**config.mk**
```make
export PLATFORM = sky130hd
export DESIGN_NAME = tmr2_timer
export DESIGN_NICKNAME = d
export VERILOG_FILES = /design/src/tmr2_pkg.sv /design/src/tmr2_sync.sv /design/src/tmr2_tick_gen.sv /design/src/tmr2_timer.sv
export SDC_FILE = /design/constraint.sdc
export NUM_CORES = 1
export LEC_CHECK = 0
export BUFFER_PORTS_ARGS = -buffer_cell sky130_fd_sc_hd__buf_2
export CELL_PAD_IN_SITES_DETAIL_PLACEMENT = 0
export CELL_PAD_IN_SITES_GLOBAL_PLACEMENT = 1
export CORE_ASPECT_RATIO = 0.8
export CORE_UTILIZATION = 44
export CTS_CLUSTER_SIZE = 8
export DETAILED_ROUTE_END_ITERATION = 16
export PLACE_DENSITY_LB_ADDON = 0.1
export SLEW_MARGIN = 20
export SYNTH_ARGS = -nofsm -noshare
export SYNTH_HDL_FRONTEND = slang
export SYNTH_HIERARCHICAL = 1
export SYNTH_SLANG_ARGS = --single-unit
export TNS_END_PERCENT = 100
```
**constraint.sdc**
```tcl
create_clock -name clock -period 2.5 [get_ports clock]
set_clock_uncertainty 0.15 [all_clocks]
set_input_delay 0.5 -clock clock [delete_from_list [all_inputs] [get_ports clock]]
set_output_delay 0.5 -clock clock [all_outputs]
set_load 0.01 [all_outputs]
```
**src/tmr2_pkg.sv**
```systemverilog
// constants for the split-capable 16-bit timer: special function addresses,
// control field positions, reset values and divider counts.
// assumes the core's byte-wide special function bus and a 20 MHz core clock.
//
// How it works
// - high flag sets when high byte wraps
// - 16-bit mode: high flag on full wrap
// - interrupt request follows high flag when enabled
// - flags cleared only by software writes
// - low flag sets on low byte wrap
// - low-byte enable adds low flag interrupts
// - bit 4 switches capture mode
// - bit 3 picks 16-bit or split
// - bit 2 runs or holds the count
// - split mode: run gates high byte only
// - bit 1 reads zero, ignores writes
// - bit 0 picks core/12 or external/8
// - external clock synchronised before use
// - split: shared select, per-byte fast override
// - control at 0xC8, bit-addressable, resets zero
// - 16-bit wrap loads reload pair
// - split: each byte reloads own byte
// - capture: falling edge copies count, sets flag
// - fast select one picks core clock
package tmr2_pkg;
    // special function addresses
    localparam logic [7:0] ADDR_CONTROL = 8'hC8;
    localparam logic [7:0] ADDR_RELOAD_LOW = 8'hCA;
    localparam logic [7:0] ADDR_RELOAD_HIGH = 8'hCB;
    localparam logic [7:0] ADDR_COUNT_LOW = 8'hCC;
    localparam logic [7:0] ADDR_COUNT_HIGH = 8'hCD;
    // bit addresses of the control register start at its byte address
    localparam logic [4:0] CONTROL_BIT_BASE = 5'h19;

    // control field positions
    localparam int BIT_HIGH_FLAG = 7;
    localparam int BIT_LOW_FLAG = 6;
    localparam int BIT_LOW_IRQ_EN = 5;
    localparam int BIT_CAPTURE_EN = 4;
    localparam int BIT_SPLIT = 3;
    localparam int BIT_RUN = 2;
    localparam int BIT_UNUSED = 1;
    localparam int BIT_EXT_CLOCK = 0;
    // bits that software may write; the unused bit is held at zero
    localparam logic [7:0] CONTROL_WRITE_MASK = 8'hFD;

    // reset values
    localparam logic [7:0] CONTROL_RESET = 8'h00;
    localparam logic [15:0] COUNT_RESET = 16'h0000;
    localparam logic [15:0] RELOAD_RESET = 16'h0000;

    // wrap points
    localparam logic [7:0] BYTE_MAX = 8'hFF;
    localparam logic [15:0] WORD_MAX = 16'hFFFF;

    // divider counts
    localparam int CORE_DIVIDE = 12;
    localparam int EXT_DIVIDE = 8;
endpackage

```
**src/tmr2_sync.sv**
```systemverilog
// two-flop synchroniser for levels arriving from outside the core clock.
// assumes the input changes no faster than the core clock can sample.
`timescale 1ns/1ps
module tmr2_sync #(
    parameter int WIDTH = 1
) (
    input wire logic clock,
    input wire logic nrst,
    input wire logic [WIDTH-1:0] async_in,
    output logic [WIDTH-1:0] sync_out
);
    typedef struct packed {
        logic [WIDTH-1:0] meta;
        logic [WIDTH-1:0] stable;
    } tmr2_sync_state_t;

    tmr2_sync_state_t state_reg;
    tmr2_sync_state_t state_next;

    // first stage feeds only the second stage
    always_comb
    begin
        state_next.meta = async_in;
        state_next.stable = state_reg.meta;
    end

    always_ff @(posedge clock)
    begin
        if (!nrst)
            state_reg <= '0;
        else
            state_reg <= state_next;
    end

    assign sync_out = state_reg.stable;
endmodule

```
**src/tmr2_tick_gen.sv**
```systemverilog
// slow tick sources: core clock divided by twelve, and the synchronised
// external oscillator divided by eight with its falling-edge capture strobe.
// assumes the external oscillator runs well below half the core clock.
`timescale 1ns/1ps
module tmr2_tick_gen #(
    parameter int CORE_DIV = tmr2_pkg::CORE_DIVIDE,
    parameter int EXT_DIV = tmr2_pkg::EXT_DIVIDE
) (
    input wire logic clock,
    input wire logic nrst,
    input wire logic ext_osc_sync,
    output logic tick_core_div,
    output logic tick_ext_div,
    output logic ext_div_fall
);
    localparam int CORE_W = $clog2(CORE_DIV);
    localparam int EXT_W = $clog2(EXT_DIV / 2);
    localparam logic [CORE_W-1:0] CORE_LAST = CORE_W'(CORE_DIV - 1);
    localparam logic [EXT_W-1:0] EXT_HALF_LAST = EXT_W'(EXT_DIV / 2 - 1);

    typedef struct packed {
        logic [CORE_W-1:0] core_cnt;
        logic core_tick;
        logic osc_prev;
        logic [EXT_W-1:0] ext_cnt;
        logic ext_level;
        logic ext_rise;
        logic ext_fall;
    } tmr2_tick_state_t;

    tmr2_tick_state_t state_reg;
    tmr2_tick_state_t state_next;

    always_comb
    begin
        state_next = state_reg;
        state_next.core_tick = 1'b0;
        state_next.ext_rise = 1'b0;
        state_next.ext_fall = 1'b0;
        // one core tick in every CORE_DIV clocks
        if (state_reg.core_cnt == CORE_LAST)
        begin
            state_next.core_cnt = '0;
            state_next.core_tick = 1'b1;
        end
        else
            state_next.core_cnt = state_reg.core_cnt + 1'b1;
        // divided level toggles every half period of rising oscillator edges
        state_next.osc_prev = ext_osc_sync;
        if (ext_osc_sync && !state_reg.osc_prev)
        begin
            if (state_reg.ext_cnt == EXT_HALF_LAST)
            begin
                state_next.ext_cnt = '0;
                state_next.ext_level = !state_reg.ext_level;
                state_next.ext_rise = !state_reg.ext_level;
                state_next.ext_fall = state_reg.ext_level;
            end
            else
                state_next.ext_cnt = state_reg.ext_cnt + 1'b1;
        end
    end

    always_ff @(posedge clock)
    begin
        if (!nrst)
            state_reg <= '0;
        else
            state_reg <= state_next;
    end

    assign tick_core_div = state_reg.core_tick;
    assign tick_ext_div = state_reg.ext_rise;
    assign ext_div_fall = state_reg.ext_fall;
endmodule

```
**src/tmr2_timer.sv**
```systemverilog
// timer with control register, two count bytes and two reload bytes on the
// core's special function bus, plus the interrupt request to the core.
// assumes one bus write per cycle; fast clock selects and the timer
// interrupt enable come from registers elsewhere on the core clock.
`timescale 1ns/1ps
module tmr2_timer (
    input wire logic clock,
    input wire logic nrst,
    // byte access
    input wire logic [7:0] sfr_addr,
    input wire logic sfr_write,
    input wire logic [7:0] sfr_wdata,
    // bit access
    input wire logic [7:0] bit_addr,
    input wire logic bit_write,
    input wire logic bit_wdata,
    // from the shared clock control and interrupt enable registers
    input wire logic high_byte_fast_clock_select,
    input wire logic low_byte_fast_clock_select,
    input wire logic timer_irq_enable,
    // external oscillator pin
    input wire logic ext_osc,
    output logic [7:0] sfr_rdata,
    output logic irq_request
);
    typedef struct packed {
        logic high_overflow_flag;
        logic low_overflow_flag;
        logic low_byte_irq_enable;
        logic capture_enable;
        logic split_mode_select;
        logic run_control;
        logic ext_clock_select;
        logic [7:0] high_count_byte;
        logic [7:0] low_count_byte;
        logic [7:0] reload_high_byte;
        logic [7:0] reload_low_byte;
        logic [7:0] rdata;
        logic irq;
    } tmr2_state_t;

    tmr2_state_t state_reg;
    tmr2_state_t state_next;

    logic ext_osc_sync;
    logic tick_core_div;
    logic tick_ext_div;
    logic ext_div_fall;

    // external oscillator is re-timed before it may advance the count
    tmr2_sync #(
        .WIDTH(1)
    ) u_sync (
        .clock(clock),
        .nrst(nrst),
        .async_in(ext_osc),
        .sync_out(ext_osc_sync)
    );

    tmr2_tick_gen u_ticks (
        .clock(clock),
        .nrst(nrst),
        .ext_osc_sync(ext_osc_sync),
        .tick_core_div(tick_core_div),
        .tick_ext_div(tick_ext_div),
        .ext_div_fall(ext_div_fall)
    );

    // per-byte tick: fast select overrides, else the shared slow source
    logic slow_tick;
    logic tick_high;
    logic tick_low;
    assign slow_tick = state_reg.ext_clock_select ? tick_ext_div : tick_core_div;
    assign tick_high = high_byte_fast_clock_select ? 1'b1 : slow_tick;
    assign tick_low = low_byte_fast_clock_select ? 1'b1 : slow_tick;

    // control register image as software sees it, unused bit forced low
    logic [7:0] control_image;
    always_comb
    begin
        control_image = tmr2_pkg::CONTROL_RESET;
        control_image[tmr2_pkg::BIT_HIGH_FLAG] = state_reg.high_overflow_flag;
        control_image[tmr2_pkg::BIT_LOW_FLAG] = state_reg.low_overflow_flag;
        control_image[tmr2_pkg::BIT_LOW_IRQ_EN] = state_reg.low_byte_irq_enable;
        control_image[tmr2_pkg::BIT_CAPTURE_EN] = state_reg.capture_enable;
        control_image[tmr2_pkg::BIT_SPLIT] = state_reg.split_mode_select;
        control_image[tmr2_pkg::BIT_RUN] = state_reg.run_control;
        control_image[tmr2_pkg::BIT_UNUSED] = 1'b0;
        control_image[tmr2_pkg::BIT_EXT_CLOCK] = state_reg.ext_clock_select;
    end

    // control value after a byte or bit write this cycle
    logic [7:0] control_written;
    logic bit_hit;
    logic [2:0] bit_sel;
    assign bit_hit = bit_write && (bit_addr[7:3] == tmr2_pkg::CONTROL_BIT_BASE);
    assign bit_sel = bit_addr[2:0];
    always_comb
    begin
        control_written = control_image;
        if (sfr_write && sfr_addr == tmr2_pkg::ADDR_CONTROL)
            control_written = sfr_wdata;
        if (bit_hit)
            control_written[bit_sel] = bit_wdata;
        control_written = control_written & tmr2_pkg::CONTROL_WRITE_MASK;
    end

    // hardware events of this cycle
    logic set_high;
    logic set_low;
    logic [15:0] word;
    assign word = {state_reg.high_count_byte, state_reg.low_count_byte};

    always_comb
    begin
        state_next = state_reg;
        set_high = 1'b0;
        set_low = 1'b0;

        // counting; split mode chooses two byte counters
        if (!state_reg.split_mode_select)
        begin
            if (state_reg.run_control && tick_low)
            begin
                if (state_reg.low_count_byte == tmr2_pkg::BYTE_MAX)
                    set_low = 1'b1;
                if (word == tmr2_pkg::WORD_MAX)
                begin
                    set_high = 1'b1;
                    state_next.high_count_byte = state_reg.reload_high_byte;
                    state_next.low_count_byte = state_reg.reload_low_byte;
                end
                else
                    {state_next.high_count_byte, state_next.low_count_byte} = word + 16'h0001;
            end
        end
        else
        begin
            // low byte runs regardless of the run control
            if (tick_low)
            begin
                if (state_reg.low_count_byte == tmr2_pkg::BYTE_MAX)
                begin
                    set_low = 1'b1;
                    state_next.low_count_byte = state_reg.reload_low_byte;
                end
                else
                    state_next.low_count_byte = state_reg.low_count_byte + 8'h01;
            end
            if (state_reg.run_control && tick_high)
            begin
                if (state_reg.high_count_byte == tmr2_pkg::BYTE_MAX)
                begin
                    set_high = 1'b1;
                    state_next.high_count_byte = state_reg.reload_high_byte;
                end
                else
                    state_next.high_count_byte = state_reg.high_count_byte + 8'h01;
            end
        end

        // capture copies the pre-tick count into the reload pair
        if (state_reg.capture_enable && ext_div_fall)
        begin
            state_next.reload_high_byte = state_reg.high_count_byte;
            state_next.reload_low_byte = state_reg.low_count_byte;
            set_high = 1'b1;
        end

        // software byte writes to count and reload win over counting
        if (sfr_write)
        begin
            unique case (sfr_addr)
                tmr2_pkg::ADDR_COUNT_LOW: state_next.low_count_byte = sfr_wdata;
                tmr2_pkg::ADDR_COUNT_HIGH: state_next.high_count_byte = sfr_wdata;
                tmr2_pkg::ADDR_RELOAD_LOW: state_next.reload_low_byte = sfr_wdata;
                tmr2_pkg::ADDR_RELOAD_HIGH: state_next.reload_high_byte = sfr_wdata;
                default: ;
            endcase
        end

        // control fields; flags only drop when software writes zero
        state_next.low_byte_irq_enable = control_written[tmr2_pkg::BIT_LOW_IRQ_EN];
        state_next.capture_enable = control_written[tmr2_pkg::BIT_CAPTURE_EN];
        state_next.split_mode_select = control_written[tmr2_pkg::BIT_SPLIT];
        state_next.run_control = control_written[tmr2_pkg::BIT_RUN];
        state_next.ext_clock_select = control_written[tmr2_pkg::BIT_EXT_CLOCK];
        // a set in the same cycle as a clear is kept
        state_next.high_overflow_flag =
            control_written[tmr2_pkg::BIT_HIGH_FLAG] | set_high;
        state_next.low_overflow_flag =
            control_written[tmr2_pkg::BIT_LOW_FLAG] | set_low;

        // interrupt request is a level held while a qualifying flag stands
        state_next.irq = timer_irq_enable &&
            (state_next.high_overflow_flag ||
             (state_next.low_byte_irq_enable && state_next.low_overflow_flag));

        // read data is registered, one cycle after the address
        unique case (sfr_addr)
            tmr2_pkg::ADDR_CONTROL: state_next.rdata = control_image;
            tmr2_pkg::ADDR_COUNT_LOW: state_next.rdata = state_reg.low_count_byte;
            tmr2_pkg::ADDR_COUNT_HIGH: state_next.rdata = state_reg.high_count_byte;
            tmr2_pkg::ADDR_RELOAD_LOW: state_next.rdata = state_reg.reload_low_byte;
            tmr2_pkg::ADDR_RELOAD_HIGH: state_next.rdata = state_reg.reload_high_byte;
            default: state_next.rdata = 8'h00;
        endcase
    end

    // everything returns to zero on reset
    always_ff @(posedge clock)
    begin
        if (!nrst)
        begin
            state_reg <= '0;
        end
        else
            state_reg <= state_next;
    end

    assign sfr_rdata = state_reg.rdata;
    assign irq_request = state_reg.irq;
endmodule

```
==> flow_summary.toml, run 1 <==
[clock_tree]
root_buffer = "clkbuf_8"
clockBufferDepth = 2
cts_buffers = 9
cts_max_level = 3
cts.sinks = 61
clk_pin_slew_worst_paths_ps = 70
cts_tree = "built"
worst_skew_pair.late_latency_ps = 350

[final_layout]
finish.utilization = 0.536
final_cells = 624
nFillCells = 803
nNetsFinal = 548
drive_above_1_share = 0.198
area_growth_pct = 15.6
largest_reg_flops = 32
diodes = 0

[flow_run]
max-cap-violations = 0

[placed_design]
gp_congestion = 0.899
io_buffers = 41
dp_hpwl_um = 9200
place_inst = 608

[run_status]
status = "completed"

[yosys]
synth_area_per_cell_um2 = 7.91
ys.flop_type = "dfxtp_1"
synth_cell_types = 73
synth_edf_count = 0
synth-seq-cells = 61
synthTopCellsByArea = "dfxtp_1, nand2_1, nand3_1"
synth_top_cell_by_area = "dfxtp_1"
syn_area_um2 = 3750
synthArstFlopShare = 0
yosysWarningCount = 6
yosys.area.top_type_share = 0.326
syn_nets = 511
syn_inst = 474
ys_seq_area_frac = 0.326

[setup_path]
path_class = "flip-flop to flip-flop"
cp-start-kind = "flip-flop"
crit_path_end_kind = "flip-flop"
cp.arrival_ps = 2290
required_ps = 2570
crit_fanout = 7

[grt]
use_met2 = 0.423
first_global_vias = 3528
grt.total_usage = 0.291
gr-usage-met3 = 0.0722
busiest_layer = "met2"
grt_max_degree = 19
grt_overflow_total = 0
grt_pass1_wl_um = 19500
gr-usage-met1 = 0.416
grt_antenna_before_repair = 0

[hold_path]
hold_path_class = "primary input to flip-flop"

[detailed_routing]
post_drt_wl_per_cell_um = 20.0
via_per_inst = 6.21
num_vias = 3873
drt-total-wl_um = 12500
dr.first_iter.drc_count = 455
drc = 0
ant_nets = 0
firstDrtPassIters = 5

[sta]
slew_violations = 0
tns_ps = 0
post-route-period-util = 0.886
post-route-min-period_ps = 2220
worst_pin_slew_ps = 578
setup_viol = 0
rsz0062_at_grt = "false"
finalHoldViolations = 0
max_freq_mhz = 451
max_slew_margin = 0.614

[pwr]
peakVddDrop_uv = 266
power_density_nw_per_um2 = 518
leakagePower_nw = 1.75

[floorplanning]
placementRows = 29
die-width_um = 105
start_util = 0.463
fp.dieH_um = 84.6
dieArea_um2 = 8900
design.core.area_um2 = 8090
pin_count = 42
## cell usage after synthesis (all sizes together) (3+ instances only)
cell type / count
nand2: 69
dfxtp: 61
nor2: 42
nand3: 30
o21ai: 24
buf: 22
a21oi: 21
clkbuf: 20
a31oi: 16
a22oi: 13
mux2i: 11
o211a: 11
and2: 10
inv: 9
and4: 7
nor3: 7
a311oi: 6
and3: 6
nand4: 6
xnor2: 5
xor2: 5
ha: 4
mux2: 4
o211ai: 4
o311a: 4
o31ai: 4
nand2b: 3
nand3b: 3
nor2b: 3
o2111ai: 3
o22ai: 3
## critical path: stages (launching register included)
cell and delay, ps:
dfxtp_1 400, mux2_4 370, o21ai_2 360, o31ai_4 130, and2_1 260, a2111oi_2 310
a21oi_1 110
## final timing paths
path | start | to | slack, ps | cells past startpoint
worst max-delay path | control_image[0] | irq_request | 280 | 6
worst min register to register | u_ticks/state_reg[2] | u_ticks/tick_ext_div | 270 | 1
worst min-delay path | ext_osc | u_sync/state_next[0] | 190 | 2
worst max register to register | control_image[0] | irq_request | 280 | 6
## through the flow
step           hold slack [ps]  total power [mW]  instance area [um^2]  setup slack, ps
2_1_floorplan              242              1.06                  3750              378
3_3_place_gp               248              1.12                  4080              229
3_5_place_dp               260              1.13                  4080              175
4_1_cts                    190              2.26                  4330              163
5_1_grt                    191              2.32                  4330             86.6
6_report                   195              2.25                  4330              284
## layout by cell type, fill, tap and decap left out, types with 7 or more instances in the layout
cell / count
a21oi_1: 20
a22oi_1: 13
a31oi_1: 16
and2_1: 9
and4_1: 7
buf_2: 41
buf_4: 27
clkbuf_8: 11
dfxtp_1: 61
inv_1: 9
mux2i_1: 11
nand2_1: 68
nand3_1: 30
nor2_1: 40
nor3_1: 7
o211a_1: 11
o21ai_0: 21
## power by group
group / switching [mW] / internal, mW / leakage, nW / total [mW]
clock: 0.420 / 0.718 / 0.126 / 1.14
combinational: 0.0754 / 0.0435 / 1.13 / 0.119
sequential: 0.00805 / 0.980 / 0.493 / 0.988
## final cells by class
cell class	instances	area, um^2	area share
clock buffers	11	151	0.0349
multi-input cells	361	2270	0.525
flip-flops and latches	61	1220	0.282
repair buffers	68	408	0.0941
clock inverters	5	106	0.0245
inverters	10	37.5	0.00866
well taps	108	135	0.0312
## metal layers
| metal | wire length [um] | part of all wire |
|---|---|---|
| met2 | 5240 | 0.42 |
| met4 | 330 | 0.026 |
| met5 | 0 | 0 |
| met3 | 1230 | 0.099 |
| met1 | 5670 | 0.45 |
## kinds of logic (layout without fill, tap and decap cells)
kind of cell	count (synthesis)	count (layout)	synth area share
AOI/OAI and AO/OA	132	132	0.260
xor gates and xnor gates	10	10	0.0234
adders and majority gates	4	4	0.0133
buffers and inverters	52	94	0.0681
DFF	61	61	0.326
muxes	16	16	0.0484
and+or+nand+nor	199	199	0.262
## what timing repair did
| action | 4_1_cts | 5_1_grt |
|---|---|---|
| endpoints found under the setup margin | 0 | 2 |
| hold buffers | 0 | 0 |
| buffers inserted | 0 | 0 |
| resized for setup | 0 | 1 |
Note: power is estimated with default switching activity, not from simulation.
==> inputs of run 2 (changes only) <==
Settings changed: ABC_AREA set to 1, ABC_CLOCK_PERIOD_IN_PS set to 2500, CORE_UTILIZATION 44 to 42.
==> run 2 against run 1 <==
- clock-buffer cell count did not move
- sequential share of layout area down 2.9 points
- wire length increased by 15%
- core utilization down 3.5 points
- first-iteration DRC count unchanged
- largest cell class unchanged
==> flow_summary.toml, run 2 <==
[final_layout]
final_cell_mix = "nand2_1, inv_1, o21ai_0, dfxtp_1, a21oi_1"
layout_commonest_cell = "nand2_1"
nFillCells = 1015
largest_reg_flops = 32
drive_above_1_share = 0.184
diodes = 0
nNetsFinal = 723
area_growth_pct = 15.9
finish.utilization = 0.501

[clock_tree]
clockBufferDepth = 2
cts_max_level = 3
cts_buffers = 9
worst_skew_pair.late_latency_ps = 340
clk_pin_slew_worst_paths_ps = 60
postCtsSetupRepairBufs = 0
cts.sinks = 61
root_buffer = "clkbuf_16"
cts_resized = 0
cts_hold_buf = 0
cts_tree = "built"

[setup_path]
crit_path_end_kind = "flip-flop"
cp.arrival_ps = 2120
crit_fanout = 8
reg2reg_to = "state_reg[26]"
reg2reg_depth = 12
cp-start-kind = "flip-flop"
required_ps = 2580
r2r_slack_ps = 460
path_class = "flip-flop to flip-flop"
cp-startpoint = "state_reg[33]"
r2r_start = "state_reg[33]"
crit_end = "state_reg[26]"

[yosys]
syn_nets = 683
synth-seq-cells = 61
synth_area_per_cell_um2 = 6.45
ys.flop_type = "dfxtp_1"
netlist_top_cells_count = "nand2_1, inv_1, o21ai_0, dfxtp_1, a21oi_1"
synthArstFlopShare = 0
yosysWarningCount = 6
yosys.area.top_type_share = 0.293
syn_inst = 646
synth_top_cell_by_area = "dfxtp_1"
syn_area_um2 = 4170
synth_cell_types = 44
synth_most_common_cell = "nand2_1"
synth_edf_count = 0
synthTopCellsByArea = "dfxtp_1, nand2_1, o21ai_0"
ys_seq_area_frac = 0.293

[sta]
max_freq_mhz = 490
setup_ws_ps = 458
setup_viol = 0
max_slew_margin = 0.567
rsz0062_at_grt = "false"
slew_violations = 0
tns_ps = 0
worst_pin_slew_ps = 649
post-route-period-util = 0.817
finalHoldViolations = 0
hold_slack_ps = 192
post-route-min-period_ps = 2040

[floorplanning]
start_util = 0.432
design.core.area_um2 = 9650
dieArea_um2 = 10300
fp.dieH_um = 91.1
pin_count = 42
placementRows = 32
die-width_um = 113

[pwr]
power_density_nw_per_um2 = 551
peakVddDrop_uv = 282
leakagePower_nw = 2.04

[grt]
grt_overflow_total = 0
grt.total_usage = 0.296
first_global_vias = 4225
grt_antenna_before_repair = 0
grt_max_degree = 24
grt_pass1_wl_um = 22900

[placed_design]
dp_hpwl_um = 10900
gp_congestion = 0.957
io_buffers = 41
dp_slack_ps = 309

[flow_run]
max-cap-violations = 0

[detailed_routing]
firstDrtPassIters = 5
drt-total-wl_um = 14400
post_drt_wl_per_cell_um = 17.4
via_per_inst = 5.39
dr.first_iter.drc_count = 455
ant_nets = 0
drc = 0
num_vias = 4459

[run_status]
status = "completed"

[hold_path]
hp-start = "ext_osc"
hold_path_class = "primary input to flip-flop"
run 2: kinds of logic (layout without fill, tap and decap cells):
logic type / after synthesis / in the layout / synth area share
xor gates and xnor gates: 9 / 9 / 0.0189
AOI/OAI and AO/OA: 169 / 169 / 0.223
adders and majority gates: 4 / 4 / 0.0120
and+or+nand+nor: 277 / 277 / 0.320
DFF: 61 / 61 / 0.293
buffers and inverters: 126 / 171 / 0.134
run 2: worst min-delay path by stage:
stage	cells past startpoint	end
floorplan	2	u_sync/sync_out
global placement	2	u_sync/sync_out
detailed placement	1	u_ticks/tick_ext_div
finish	3	u_sync/state_next[0]
global route	3	u_sync/state_next[0]
CTS	3	u_sync/state_next[0]
run 2: power by group:
group	switching, mW	internal (mW)	total, mW
clock network	0.492	1.03	1.52
logic	0.103	0.0482	0.151
registers	0.00881	0.982	0.990
run 2: final cells by class:
type                       count  area, um^2  share of cell area
clock inverter                 5         106              0.0220
multi-input combinational    459        2390               0.495
clock buffer                  11         253              0.0523
sequential                    61        1220               0.253
tap                          136         170              0.0352
timing repair buffer          55         310              0.0642
inverter                     100         380              0.0787
run 2: layer usage:
| layer | part of all wire | GRT usage | routed length, um |
|---|---|---|---|
| met5 | 0 | 0 | 0 |
| met4 | 0.026 | 0.0954 | 371 |
| met3 | 0.080 | 0.0781 | 1150 |
| met2 | 0.43 | 0.449 | 6130 |
| met1 | 0.47 | 0.406 | 6720 |
run 2: through the flow:
step	total power, mW	std cells	area (um^2)
floorplan	1.09	646	4170
global placement	1.16	811	4470
detailed placement	1.16	811	4470
CTS	2.66	827	4830
global route	2.73	827	4830
finish	2.66	827	4830
run 2: critical path, cell delays in order (launching register included):
cell and delay, ps:
dfxtp_1 310, ha_1 240, nand3_2 100, inv_2 40
nand2_2 190, buf_4 210, inv_4 80, o21ai_1 190
nand2_1 90, o21ai_1 130, nor2_1 70, nor2_1 100
nor2_1 40
